`config.mk`:
```
export PLATFORM = sky130hd
export DESIGN_NAME = lpc_host_irq_select
export DESIGN_NICKNAME = d
export VERILOG_FILES = /design/src/rtl/host_irq_select_pkg.sv /design/src/rtl/host_irq_frame_map.sv /design/src/rtl/lpc_host_irq_select.sv
export SDC_FILE = /design/constraint.sdc
export NUM_CORES = 1
export LEC_CHECK = 0
export BUFFER_PORTS_ARGS = -buffer_cell sky130_fd_sc_hd__buf_2
export CAP_MARGIN = 10
export CORE_MARGIN = 3
export CORE_UTILIZATION = 25
export CTS_CLUSTER_DIAMETER = 120
export DETAILED_ROUTE_END_ITERATION = 10
export GPL_TIMING_DRIVEN = 0
export PLACE_DENSITY = 0.49
export SLEW_MARGIN = 20
export SYNTH_ARGS = -nofsm -noshare
export SYNTH_HDL_FRONTEND = slang
export SYNTH_SLANG_ARGS = --single-unit
```
`constraint.sdc`:
```
create_clock -name clk_i -period 3 [get_ports clk_i]
set_input_delay 0.6 -clock clk_i [delete_from_list [all_inputs] [get_ports clk_i]]
set_output_delay 0.6 -clock clk_i [all_outputs]
set_load 0.01 [all_outputs]
```
`src/rtl/host_irq_select_pkg.sv`:
```
// Constants for the host interrupt output selection block
package host_irq_select_pkg;
	// ---------------------------------------------------------------
	// Register map (word byte addresses)
	// ---------------------------------------------------------------
	localparam logic [3:0] ADDR_SELECT = 4'h0;
	localparam logic [3:0] ADDR_REQUEST = 4'h4;
	localparam logic [3:0] ADDR_STATUS3 = 4'h8;
	localparam logic [3:0] ADDR_CONTROL = 4'hc;
	// ---------------------------------------------------------------
	// Field positions and reset values
	// ---------------------------------------------------------------
	localparam int SEL_STATUS3_BIT = 7;
	localparam int NUM_FRAMES = 7;
	localparam logic [7:0] SELECT_RESET = 8'h03;
	localparam logic [6:0] REQUEST_RESET = 7'h00;
	localparam logic [3:0] GP_RESET = 4'h0;
	localparam int CTRL_TWO_WAY_BIT = 0;
	// ---------------------------------------------------------------
	// Serial frame slots: start frame held low at least 4 clocks, then 3 per slot
	// ---------------------------------------------------------------
	localparam logic [7:0] SLOT_IRQ1 = 8'h01;
	localparam logic [7:0] SLOT_SMI = 8'h02;
	localparam logic [7:0] SLOT_IRQ6 = 8'h06;
	localparam logic [7:0] SLOT_IRQ9 = 8'h09;
	localparam logic [7:0] SLOT_IRQ10 = 8'h0a;
	localparam logic [7:0] SLOT_IRQ11 = 8'h0b;
	localparam logic [7:0] SLOT_IRQ12 = 8'h0c;
	localparam logic [7:0] CLOCKS_PER_SLOT = 8'h03;
	localparam logic [7:0] START_MIN_LOW = 8'h04;
endpackage

```
`src/rtl/host_irq_frame_map.sv`:
```
// Maps a serial frame slot number to its request index
`timescale 1ns/100ps
module host_irq_frame_map (
	input wire logic [7:0] slot_i,
	output logic hit_o,
	output logic [2:0] index_o
);
	// Index order matches select bits 0..6
	always_comb begin
		hit_o = 1'b1;
		index_o = 3'h0;
		case (slot_i)
			host_irq_select_pkg::SLOT_IRQ1: index_o = 3'h0;
			host_irq_select_pkg::SLOT_IRQ12: index_o = 3'h1;
			host_irq_select_pkg::SLOT_SMI: index_o = 3'h2;
			host_irq_select_pkg::SLOT_IRQ6: index_o = 3'h3;
			host_irq_select_pkg::SLOT_IRQ9: index_o = 3'h4;
			host_irq_select_pkg::SLOT_IRQ10: index_o = 3'h5;
			host_irq_select_pkg::SLOT_IRQ11: index_o = 3'h6;
			default: hit_o = 1'b0;
		endcase
	end
endmodule

```
`src/rtl/lpc_host_irq_select.sv`:
```
// Host interrupt output selection with serial interrupt frame driver
//
// Functional notes
// - Select bit clear: status three upper nibble always shows processing status.
// - Select bit set: processing status if two-way enable, else software bits.
// - One polarity bit per frame: IRQ1, IRQ6, IRQ9-12 and SMI.
// - Polarity 0: released when request clear, driven low when set.
// - Polarity 1: driven low when request clear, released when set.
`timescale 1ns/100ps
module lpc_host_irq_select (
	input wire logic clk_i,
	input wire logic rst_i,
	input wire logic wb_cyc_i,
	input wire logic wb_stb_i,
	input wire logic wb_we_i,
	input wire logic [3:0] wb_adr_i,
	input wire logic [3:0] wb_sel_i,
	input wire logic [31:0] wb_dat_i,
	output logic [31:0] wb_dat_o,
	output logic wb_ack_o,
	input wire logic [3:0] proc_status_i,
	input wire logic lclk_i,
	input wire logic serirq_i,
	output logic serirq_o,
	output logic serirq_oe_n_o
);
	// ---------------------------------------------------------------
	// State
	// ---------------------------------------------------------------
	typedef enum logic [2:0] {
		FR_IDLE = 3'b001,
		FR_START = 3'b010,
		FR_SLOTS = 3'b100
	} frame_state_t;

	typedef struct packed {
		logic [7:0] host_irq_output_select;
		logic [6:0] request;
		logic [3:0] gp_bits;
		logic two_way_register_enable;
		logic ack;
		logic [31:0] rdata;
		logic [1:0] lclk_sync;
		logic [1:0] sirq_sync;
		logic lclk_prev;
		frame_state_t fstate;
		logic [7:0] low_count;
		logic [7:0] slot;
		logic [7:0] phase;
		logic drive_low;
	} state_t;

	state_t r;
	state_t next_r;
	logic map_hit;
	logic [2:0] map_index;
	logic [3:0] status3_high;
	logic [31:0] read_mux;
	logic wb_req;
	logic lclk_rise;
	logic slot_request;
	logic slot_polarity;

	host_irq_frame_map u_map (
		.slot_i(r.slot),
		.hit_o(map_hit),
		.index_o(map_index)
	);

	assign wb_req = wb_cyc_i & wb_stb_i;
	assign lclk_rise = r.lclk_sync[1] & ~r.lclk_prev;
	assign slot_request = r.request[map_index];
	assign slot_polarity = r.host_irq_output_select[map_index];

	// ---------------------------------------------------------------
	// Status register three upper nibble
	// ---------------------------------------------------------------
	always_comb begin
		if (!r.host_irq_output_select[host_irq_select_pkg::SEL_STATUS3_BIT])
			status3_high = proc_status_i;
		else if (r.two_way_register_enable)
			status3_high = proc_status_i;
		else
			status3_high = r.gp_bits;
	end

	always_comb begin
		read_mux = 32'h0000_0000;
		case (wb_adr_i)
			host_irq_select_pkg::ADDR_SELECT:
				read_mux = {24'h00_0000, r.host_irq_output_select};
			host_irq_select_pkg::ADDR_REQUEST:
				read_mux = {25'h000_0000, r.request};
			host_irq_select_pkg::ADDR_STATUS3:
				read_mux = {24'h00_0000, status3_high, 4'h0};
			host_irq_select_pkg::ADDR_CONTROL:
				read_mux = {31'h0000_0000, r.two_way_register_enable};
			default: read_mux = 32'h0000_0000;
		endcase
	end

	// ---------------------------------------------------------------
	// Next state
	// ---------------------------------------------------------------
	always_comb begin
		next_r = r;
		next_r.ack = wb_req & ~r.ack;
		next_r.lclk_sync = {r.lclk_sync[0], lclk_i};
		next_r.sirq_sync = {r.sirq_sync[0], serirq_i};
		next_r.lclk_prev = r.lclk_sync[1];
		if (wb_req && !r.ack) begin
			next_r.rdata = read_mux;
			if (wb_we_i && wb_sel_i[0]) begin
				case (wb_adr_i)
					host_irq_select_pkg::ADDR_SELECT:
						next_r.host_irq_output_select = wb_dat_i[7:0];
					host_irq_select_pkg::ADDR_REQUEST:
						next_r.request = wb_dat_i[6:0];
					host_irq_select_pkg::ADDR_STATUS3:
						if (r.host_irq_output_select[
							host_irq_select_pkg::SEL_STATUS3_BIT] &&
							!r.two_way_register_enable)
							next_r.gp_bits = wb_dat_i[7:4];
					host_irq_select_pkg::ADDR_CONTROL:
						next_r.two_way_register_enable =
							wb_dat_i[host_irq_select_pkg::CTRL_TWO_WAY_BIT];
					default: next_r.rdata = r.rdata;
				endcase
			end
		end
		// Link side steps only on a sampled rising edge of the LPC clock
		if (lclk_rise) begin
			next_r.drive_low = 1'b0;
			case (r.fstate)
				FR_IDLE: begin
					next_r.low_count = 8'h00;
					if (!r.sirq_sync[1] && !r.drive_low)
						next_r.fstate = FR_START;
				end
				FR_START: begin
					if (!r.sirq_sync[1]) begin
						next_r.low_count = r.low_count + 8'h01;
					end else if (r.low_count >=
						host_irq_select_pkg::START_MIN_LOW - 8'h01) begin
						next_r.fstate = FR_SLOTS;
						next_r.slot = 8'h00;
						next_r.phase = 8'h01;
					end else begin
						next_r.fstate = FR_IDLE;
					end
				end
				FR_SLOTS: begin
					// A low seen while we release the line after slot IRQ12 ends the frame,
					// in any phase: a stop frame need not line up with a slot
					if (!r.sirq_sync[1] && !r.drive_low &&
						r.slot > host_irq_select_pkg::SLOT_IRQ12) begin
						next_r.fstate = FR_IDLE;
					end else if (r.phase ==
						host_irq_select_pkg::CLOCKS_PER_SLOT - 8'h01) begin
						next_r.phase = 8'h00;
						next_r.slot = r.slot + 8'h01;
					end else begin
						next_r.phase = r.phase + 8'h01;
					end
					if (map_hit && r.phase == 8'h02)
						next_r.drive_low =
							slot_request ^ slot_polarity;
					if (r.slot == 8'hff)
						next_r.fstate = FR_IDLE;
				end
				default: next_r.fstate = FR_IDLE;
			endcase
		end
	end

	always_ff @(posedge clk_i) begin
		if (rst_i) begin
			r <= '0;
			r.host_irq_output_select <= host_irq_select_pkg::SELECT_RESET;
			r.request <= host_irq_select_pkg::REQUEST_RESET;
			r.gp_bits <= host_irq_select_pkg::GP_RESET;
			r.fstate <= FR_IDLE;
			r.lclk_sync <= 2'b00;
			r.sirq_sync <= 2'b11;
		end else begin
			r <= next_r;
		end
	end

	assign wb_ack_o = r.ack;
	assign wb_dat_o = r.rdata;
	assign serirq_o = 1'b0;
	assign serirq_oe_n_o = ~r.drive_low;

	// ---------------------------------------------------------------
	// Checks
	// ---------------------------------------------------------------
	a_status_select: assert property (
		@(posedge clk_i) disable iff (rst_i)
		!r.host_irq_output_select[host_irq_select_pkg::SEL_STATUS3_BIT]
		|-> status3_high == proc_status_i)
		else $error("status three not showing processing status");
	a_gp_bits_used: assert property (
		@(posedge clk_i) disable iff (rst_i)
		r.host_irq_output_select[host_irq_select_pkg::SEL_STATUS3_BIT] &&
		!r.two_way_register_enable |-> status3_high == r.gp_bits)
		else $error("status three not showing software bits");
	a_status_two_way: assert property (
		@(posedge clk_i) disable iff (rst_i)
		r.host_irq_output_select[host_irq_select_pkg::SEL_STATUS3_BIT] &&
		r.two_way_register_enable |-> status3_high == proc_status_i)
		else $error("two-way status not shown in status three");
	a_select_write: assert property (
		@(posedge clk_i) disable iff (rst_i)
		wb_req && !r.ack && wb_we_i && wb_sel_i[0] &&
		wb_adr_i == host_irq_select_pkg::ADDR_SELECT
		|=> r.host_irq_output_select == $past(wb_dat_i[7:0]))
		else $error("select register write lost");
	a_drive_slot_only: assert property (
		@(posedge clk_i) disable iff (rst_i)
		!serirq_oe_n_o |-> r.fstate == FR_SLOTS)
		else $error("line driven outside slots");
	// The slot moves on at the same edge, so the request is taken from $past
	a_drive_pol_zero: assert property (
		@(posedge clk_i) disable iff (rst_i)
		lclk_rise && r.fstate == FR_SLOTS && map_hit &&
		r.phase == 8'h02 && !slot_polarity
		|=> !serirq_oe_n_o == $past(slot_request))
		else $error("wrong drive in slot with polarity zero");
	a_drive_pol_one: assert property (
		@(posedge clk_i) disable iff (rst_i)
		lclk_rise && r.fstate == FR_SLOTS && map_hit &&
		r.phase == 8'h02 && slot_polarity
		|=> serirq_oe_n_o == $past(slot_request))
		else $error("wrong drive in slot with polarity one");
	c_frame_start: cover property (@(posedge clk_i) r.fstate == FR_SLOTS);
	c_drive_low: cover property (@(posedge clk_i) !serirq_oe_n_o);
	c_gp_mode: cover property (@(posedge clk_i)
		r.host_irq_output_select[7] && !r.two_way_register_enable);
endmodule

```
**Word-level counts from Yosys, hierarchy flattened**

Cells that the tools add are included.

- Register bits: 86
- Word-level logic and storage cells: 101
- Output and inout port bits: 35
- Input port bits: 51

- Add/sub/neg operators: 3
- Equality and inequality tests: 23
- Magnitude comparators: 3
- Mux-type cells: 27
- Reductions and logical operators: 24
- Bitwise operators: 7

Operators with widths:

| cell | number |
|---|---|
| two-way mux 32 bit | 2 |
| two-way mux 16 bit | 3 |
| equality test 8 x 4 -> 1 bit (second input constant) | 4 |
| one-hot mux 16 bit (2 select lines) | 1 |
| one-hot mux 8 bit (4 select lines) | 1 |
| adder 8 x 1 -> 8 bit (second input constant) | 3 |
| two-way mux 8 bit | 3 |
| one-hot mux 3 bit (6 select lines) | 1 |
| equality test 8 x 2 -> 1 bit (second input constant) | 2 |
| one-hot mux 8 bit (2 select lines) | 1 |
| two-way mux 3 bit | 5 |
| inequality test 2 bit (second input constant) | 7 |
| AND reduction 3 bit | 4 |
| one-hot mux 3 bit (3 select lines) | 1 |
| equality test 4 bit (second input constant) | 2 |
| equality test 8 x 1 -> 1 bit (second input constant) | 1 |
| equality test 8 x 3 -> 1 bit (second input constant) | 1 |
| equality test 8 bit (second input constant) | 1 |
| greater-or-equal comparator 8 x 2 -> 1 bit (second input constant) | 1 |
| greater-than comparator 8 x 4 -> 1 bit (second input constant) | 1 |
| two-way mux 4 bit | 2 |
| AND reduction 4 bit | 2 |
| OR reduction 7 bit | 1 |
| binary-select mux 1 bit (select 3 bit) | 2 |
| other kinds (18) | 35 |

**Logic depth before layout (Yosys ltp)**

Gate-level depths: netlist of the first run.

- Depth in word-level cells: 7
- Depth in mapped cells: 10
- Gate-level depth less buffers: 9

**Hierarchy**

A second synthesis of the first run with hierarchy kept.

- Cell total of the unflattened synthesis: 377
- Area total of the unflattened synthesis: 3,373.2 um2

By module, submodules not included:

| module | sequential area each (um2) | area an instance (um2) | cells an instance | instances |
|---|---|---|---|---|
| lpc_host_irq_select | 1,241.2 | 3,258.1 | 362 | 1 |
| host_irq_frame_map | 0.0 | 115.1 | 15 | 1 |

**Worst setup path before layout of the first run**

OpenSTA, ideal clock, no wires.

- Kind: reg-to-reg
- Start: register r[9] in the netlist's numbering
- End: register r[2] in the netlist's numbering
- Path slack: 0.782 ns
- Arrival: 2.127 ns
- Buffers on the path: 1
- Data required time: 2.909 ns
- Clock period less this slack: 2.218 ns
- Library setup time: 0.091 ns
- Cell stages (with the launch flop): 9
- Cells stage by stage: dfxtp_1 -> inv_1 -> ha_1 -> nand3b_1 -> a2111oi_2 -> a2111oi_4 -> or2_1 -> clkbuf_1 -> a311oi_1

- Cells in the longest elaborated chain, start to end: 4

Ends and longest elaborated chain:

| element | line | text |
|---|---|---|
| start: declaration | lpc_host_irq_select.sv:53 | `state_t r;` |
| start signal: assignment | lpc_host_irq_select.sv:186 | `r <= next_r;` |
| greater-than comparator 8 x 4 -> 1 bit | lpc_host_irq_select.sv:156 | `r.slot > host_irq_select_pkg::SLOT_IRQ12) begin` |
| logical AND 1 bit | lpc_host_irq_select.sv:155 | `if (!r.sirq_sync[1] && !r.drive_low &&` |
| inequality test 2 bit (no line) | -- |  |
| AND reduction 5 bit (no line) | -- |  |

No other way between the ends.
A chain may end at the register's enable or synchronous reset.

**Worst setup path after layout of the first run**

- Start: register r[9] in the netlist's numbering
- End: register r[0] in the netlist's numbering

- Cells in the longest elaborated chain, start to end: 7
- Elaborated cells on any way between the ends: 18
- Classes of those cells: eq/ne: 7; mux: 8; bitwise: 1; reduce/logical: 2

Ends and longest elaborated chain:

| element | line | text |
|---|---|---|
| equality test 8 x 4 -> 1 bit, or another cell as far along | host_irq_frame_map.sv:12 | `case (slot_i)` |
| one-hot mux 3 bit (6 select lines) | host_irq_frame_map.sv:12 |  |
| binary-select mux 1 bit (select 3 bit) (on tied branches) | lpc_host_irq_select.sv:72, lpc_host_irq_select.sv:73 |  |
| two-way mux 1 bit (on tied branches) | lpc_host_irq_select.sv:72, lpc_host_irq_select.sv:73 |  |
| bitwise XOR 1 bit | lpc_host_irq_select.sv:167 | `slot_request ^ slot_polarity;` |
| two-way mux 1 bit (*) | lpc_host_irq_select.sv:165 | `if (map_hit && r.phase == 8'h02)` |
| two-way mux 1 bit (*) | lpc_host_irq_select.sv:134 | `case (r.fstate)` |

Every way passes the cells marked *; elsewhere a longest branch is shown, timed or not. The select of a mux whose other input is x is not followed.

==> impl_metrics.toml, run 1 <==
[run_status]
status = "complete, no violations"

[cts]
post_cts_resized = 0
numCtsBuffers = 9
cts_tree = "built"
htreeDepth = 3
cts.sink_count = 62
clockBufferDepth = 2
clk_pin_slew_worst_paths_ns = 0.05
clk_latency_ns = 0.32
cts_hold_buf = 0
clk_root_buffer_cell = "clkbuf_16"
cts_setup_buffers = 0

[global_routing]
grt_pass1_wl_um = 13100
grt-ovfl-total = 0
grt_pass1_vias = 2686
antenna_found_initial = 0
grt_max_degree = 12
grt_usage = 0.108

[yosys]
synth.yosys.seq_area_share = 0.362
syn-instance-count = 398
netlist_area_um2 = 3430
yosys_warnings = 0
synth.distinct_cells = 56
synth_edf_count = 0
synth_area_per_cell_um2 = 8.63
ys.flop_type = "dfxtp_1"
async_flop_share = 0
synth-seq-cells = 62

[floorplan]
die_h_um = 123
die_area_um2 = 15200
core_um2 = 13300
start_util = 0.257
die_x_um = 123
ios = 86
num_rows = 42

[route]
antenna_left = 0
wl_met3_um = 323
firstDrtPassIters = 4
viasPerCell = 4.44
drc = 0
wl_per_cell_um = 12.3
met2_length_um = 3690
met1_length_um = 3840
vias = 2866
drtIter0Drc = 115
routed_wirelength_um = 7960
dr.max_layer_used = "met4"

[power]
p_leak_nw = 1.70
peakVddDrop_mv = 0.289
power_density_nw_per_um2 = 477

[worst_setup_path]
cp.required_ns = 3.19
reg2reg_depth = 8
rr_startpoint = "r[9]"
path_max_fanout = 10
cp-start-kind = "register"
cp_slowest_stage_delay_ns = 0.64
cp.arrival_ns = 2.77
crit_path_end_kind = "register"
path_cells = "inv_1, ha_1, clkbuf_1, o311ai_0, nor2_1, a2111oi_1, xor2_1, o32ai_1"
endpoint = "r[0]"
cp_slowest_cell = "o311ai_0"
crit_type = "register to register"
crit_start = "r[9]"
r2r_setup_slack_ns = 0.42
r2r-end = "r[0]"

[timing]
period_needed_ns = 2.58
hold_ws_ns = 0.402
post-route-period-util = 0.861
setup_viol = 0
grt_setup_unrepaired = "no"
finClkSkew_ns = 0.00537
drv_slew = 0
relSlewSlack = 0.445
fmax_mhz = 387
fin_ws_ns = 0.416
setup_tns_ns = 0
tightest_slew_ns = 0.827
final_hold_viol_count = 0

[placement]
gp_congestion = 0.823
dp_hpwl_um = 6080
placedInstanceArea_um2 = 3900
io_buffer_count = 32
place_ws_ns = 0.487

[final_layout]
stdcell_area_um2 = 4210
area_delta_synth_final_pct = 22.7
antenna_cells = 0
drive_gt1_frac = 0.219
final_cell_mix = "nor2_1 (70), dfxtp_1 (62), buf_2 (34)"
layout_commonest_cell = "nor2_1"
fillCellCount = 1445
final_nets = 523

[run]
maxCapViolCount = 0

[hold_path]
hold_class = "register to register"
## sequential cells by signal, summed over array words and instances, names as in the netlist
register,flops
r,50
next_r,3
wb_dat_o,8
wb_ack_o,1
## report_power, final
part / internal, W / switching [W]
combinational: 0.0000496 / 0.0000671
sequential: 0.000829 / 0.00000392
clock: 0.000686 / 0.000374
## worst min path at each step
stage | startpoint | cells after the start | endpoint
2_1_floorplan | next_r[30] | 1 | r[30]
3_3_place_gp | next_r[30] | 1 | r[30]
3_5_place_dp | next_r[30] | 1 | r[30]
4_1_cts | next_r[30] | 1 | r[30]
5_1_grt | next_r[30] | 1 | r[30]
6_report | next_r[30] | 1 | r[30]
## worst max-delay path: cells and delay by family, from the launching register on
| kind | cells | cell delay, ns |
|---|---|---|
| and+or+nand+nor | 1 | 0.10 |
| buffers and inverters | 2 | 0.30 |
| DFF | 1 | 0.43 |
| xor gates and xnor gates | 1 | 0.19 |
| AOI/OAI and AO/OA | 3 | 1.23 |
| adders and majority gates | 1 | 0.21 |
## cell usage after synthesis, types with 3 or more instances
cell type   n  area share
a211o_1     3      0.0077
a22oi_1     4      0.0087
or2_2       3      0.0055
mux2_2      7       0.023
o21ai_0     9       0.013
xor2_1     13       0.033
nor2_1     70       0.077
nand2b_1    5      0.0091
nand3_1     9       0.013
ha_1        7       0.026
buf_4      33       0.072
and3_1      6       0.011
nand2_1    23       0.025
inv_1       5      0.0055
a211oi_1    5       0.011
nor2b_1    10       0.018
dfxtp_1    62        0.36
a21oi_1    21       0.031
mux2i_1    26       0.076
nand4_1     5      0.0091
nor4_1      4      0.0073
xnor2_1     5       0.013
nor3_1      6      0.0087
clkbuf_1   13       0.014
## routing by layer
layer	global-route usage	vias to the layer above
met1	0.140	1311
met4	0.0436	0
met2	0.178	71
li1	-	1472
met3	0.0197	12
met5	0	-
## cell families after synthesis
logic type,count (synthesis),synth area share
buffers and inverters,53,0.0948
AOI/OAI and AO/OA,64,0.136
other,1,0.00109
muxes,33,0.0988
and+or+nand+nor,160,0.236
DFF,62,0.362
xor gates and xnor gates,18,0.0459
adders and majority gates,7,0.0255
## metrics by stage
stage | utilization | total power, W | std cells
floorplan | - | 0.000930 | 422
global placement | 0.292 | 0.000967 | 630
detailed placement | 0.292 | 0.000967 | 630
CTS | 0.316 | 0.00203 | 646
global route | 0.316 | 0.00208 | 646
finish | 0.316 | 0.00201 | 646
## final cells by class
cell class                 instances  area [um2]  share of cell area
tap                              176         220              0.0523
sequential                        62        1240               0.295
buffer                            48         307              0.0727
clock buffer                      11         253              0.0600
multi-input combinational        307        1960               0.464
clock inverter                     5        57.6              0.0137
timing repair buffer              32         160              0.0380
inverter                           5        18.8             0.00445
Power figures use the tool's default switching activity.
==> run 2, diff against run 1 <==
- ABC_AREA: unset -> 1
- CTS_CLUSTER_DIAMETER: 120 -> unset
- PLACE_DENSITY: 0.49 -> 0.48
==> run 2 against run 1 <==
Combinational power is 3% lower. Fmax is 24% higher. Sequential power about the same. Clock power is 4% lower. Critical path depth grew 2. Utilization is 0.095 points higher. Die area rose by 2.3%. Register-to-register slack gained 0.50 ns. Count of clock-buffer cells in the layout is 1 lower. Cell count is 16% higher. Wire length rose by 5.6%. Critical endpoint unchanged.
==> impl_metrics.toml, run 2 <==
[yosys]
synth_area_per_cell_um2 = 7.03
synth.area.top_cells = "dfxtp_1 (35%), nand2_1 (9.4%), buf_4 (7.5%)"
netlist_area_um2 = 3510
yosysMostFrequentCell = "nand2_1"
syn-instance-count = 500
yosys_warnings = 0
synth.yosys.seq_area_share = 0.353
synth-seq-cells = 62
ys.flop_type = "dfxtp_1"
synth.cells.most_frequent = "nand2_1 (88), dfxtp_1 (62), nor2_1 (58), inv_1 (53), a21oi_1 (46)"
synth_edf_count = 0
async_flop_share = 0
synth_top_area_share = 0.353
synth.distinct_cells = 43
yosysTopAreaCell = "dfxtp_1"

[hold_path]
hold_start = "next_r[32]"
hold_class = "register to register"
holdPathStages = 2

[worst_setup_path]
cp-start-kind = "register"
path_cells = "inv_1, ha_1, nand3b_1, nand2_2, inv_1, or2_2, o21ai_0, nor2_1, nand3_1, a21oi_1"
reg2reg_depth = 10
crit_type = "register to register"
cp.required_ns = 3.20
cp_slowest_stage_delay_ns = 0.41
crit_path_end_kind = "register"
crit_start = "r[9]"
path_max_fanout = 6
critPathMostFrequentCell = "inv_1"
cp.arrival_ns = 2.28
rr_startpoint = "r[9]"
cp_slowest_cell = "dfxtp_1"

[route]
routed_wirelength_um = 8400
viasPerCell = 4.33
drc = 0
drtIter0Drc = 193
vias = 3239
antenna_left = 0
wl_per_cell_um = 11.2
firstDrtPassIters = 4

[timing]
fmax_mhz = 479
setup_viol = 0
tightest_slew_ns = 0.608
post-route-period-util = 0.696
relSlewSlack = 0.592
grt_setup_unrepaired = "no"
setup_tns_ns = 0
period_needed_ns = 2.09
finClkSkew_ns = 0.00672
final_hold_viol_count = 0
drv_slew = 0

[cts]
cts_setup_buffers = 0
htreeDepth = 3
cts_hold_buf = 0
post_cts_resized = 0
cts_tree = "built"
clk_pin_slew_worst_paths_ns = 0.06
numCtsBuffers = 9
cts.sink_count = 62
clockBufferDepth = 2
clk_root_buffer_cell = "clkbuf_16"
clk_latency_ns = 0.33

[final_layout]
antenna_cells = 0
final_nets = 625
fin_cells = 748
fillCellCount = 1456
area_delta_synth_final_pct = 21.7
stdcell_area_um2 = 4280
layout_commonest_cell = "nand2_1"
top_register = "r"
drive_gt1_frac = 0.212
final_cell_mix = "nand2_1 (88), dfxtp_1 (62), nor2_1 (58)"
largest_register_ffs = 50

[global_routing]
grt_max_degree = 12
antenna_found_initial = 0
grt_pass1_wl_um = 14700
grt_usage = 0.114
grt-ovfl-total = 0
grt_pass1_vias = 3137

[placement]
gp_congestion = 0.792
io_buffer_count = 32
placedCellCount = 732
placedInstanceArea_um2 = 3990
dp_hpwl_um = 6540

[power]
power_density_nw_per_um2 = 459
peakVddDrop_mv = 0.241
p_leak_nw = 1.83
total_power_w = 0.00196

[floorplan]
die_area_um2 = 15500
start_util = 0.260
ios = 86
die_h_um = 125
die_x_um = 125
core_um2 = 13500
num_rows = 42

[run_status]
status = "complete, no violations"

[run]
maxCapViolCount = 0
run 2: cell types whose count changed after synthesis, sizes merged, moves of 5 or more:
cell    before  now
o21ai       11   41
clkbuf      13    6
nand2b       5    0
nand3        9   32
nor3         6   14
inv          5   62
nor2b       10    0
a21oi       21   47
xor2        13    2
nand2       23   93
mux2i       26    0
nor2        70   65
mux2         7    0
run 2: stage by stage:
| stage | setup WS (ns) | utilization | hold WS [ns] |
|---|---|---|---|
| 4_1_cts | 0.903 | 0.317 | 0.419 |
| 2_1_floorplan | 1.20 | - | 0.388 |
| 5_1_grt | 0.643 | 0.317 | 0.429 |
| 6_report | 0.912 | 0.317 | 0.409 |
| 3_3_place_gp | 0.768 | 0.295 | 0.401 |
| 3_5_place_dp | 0.739 | 0.295 | 0.408 |
run 2: power by group:
group / total [W] / leakage [nW] / switching [W] / internal (W)
logic: 0.000113 / 1.20 / 0.0000684 / 0.0000450
registers: 0.000832 / 0.501 / 0.00000279 / 0.000829
clock network: 0.00102 / 0.134 / 0.000379 / 0.000639
run 2: worst paths after layout:
check,to,slack (ns)
setup / recovery,r[0],0.91
hold reg to reg,next_r[28],0.41
setup reg to reg,r[0],0.91
hold / removal,next_r[28],0.41
run 2: metal layers:
metal	routed length [um]	GRT usage	share of wire	vias up
met5	0	0	0	-
met4	132	0.0387	0.016	0
met3	460	0.0364	0.055	12
met2	3940	0.183	0.47	67
met1	3870	0.145	0.46	1460
li1	-	-	-	1700
run 2: cell type report:
class,instances,area (um2),area share
Multi-Input combinational cell,359,1840,0.431
Sequential cell,62,1240,0.290
Buffer,41,285,0.0667
Inverter,62,235,0.0550
Clock buffer,10,229,0.0535
Tap cell,176,220,0.0515
Timing Repair Buffer,32,160,0.0374
Clock inverter,6,62.6,0.0146
run 2: cells by family after synthesis:
logic type | after synthesis | share of synthesized area
AO/OA/AOI/OAI | 99 | 0.151
other | 1 | 0.00107
buffers and inverters | 103 | 0.148
flip-flops | 62 | 0.353
adder cells (fa/ha/maj) | 7 | 0.0249
AND/OR/NAND/NOR | 225 | 0.314
XOR/XNOR | 3 | 0.00748
run 2: worst max-delay path: cells and delay by family (launching register included):
family	cells	cell delay (ns)
AND/OR/NAND/NOR	5	0.89
flip-flops	1	0.41
adder cells (fa/ha/maj)	1	0.26
AO/OA/AOI/OAI	2	0.21
buffers and inverters	2	0.18
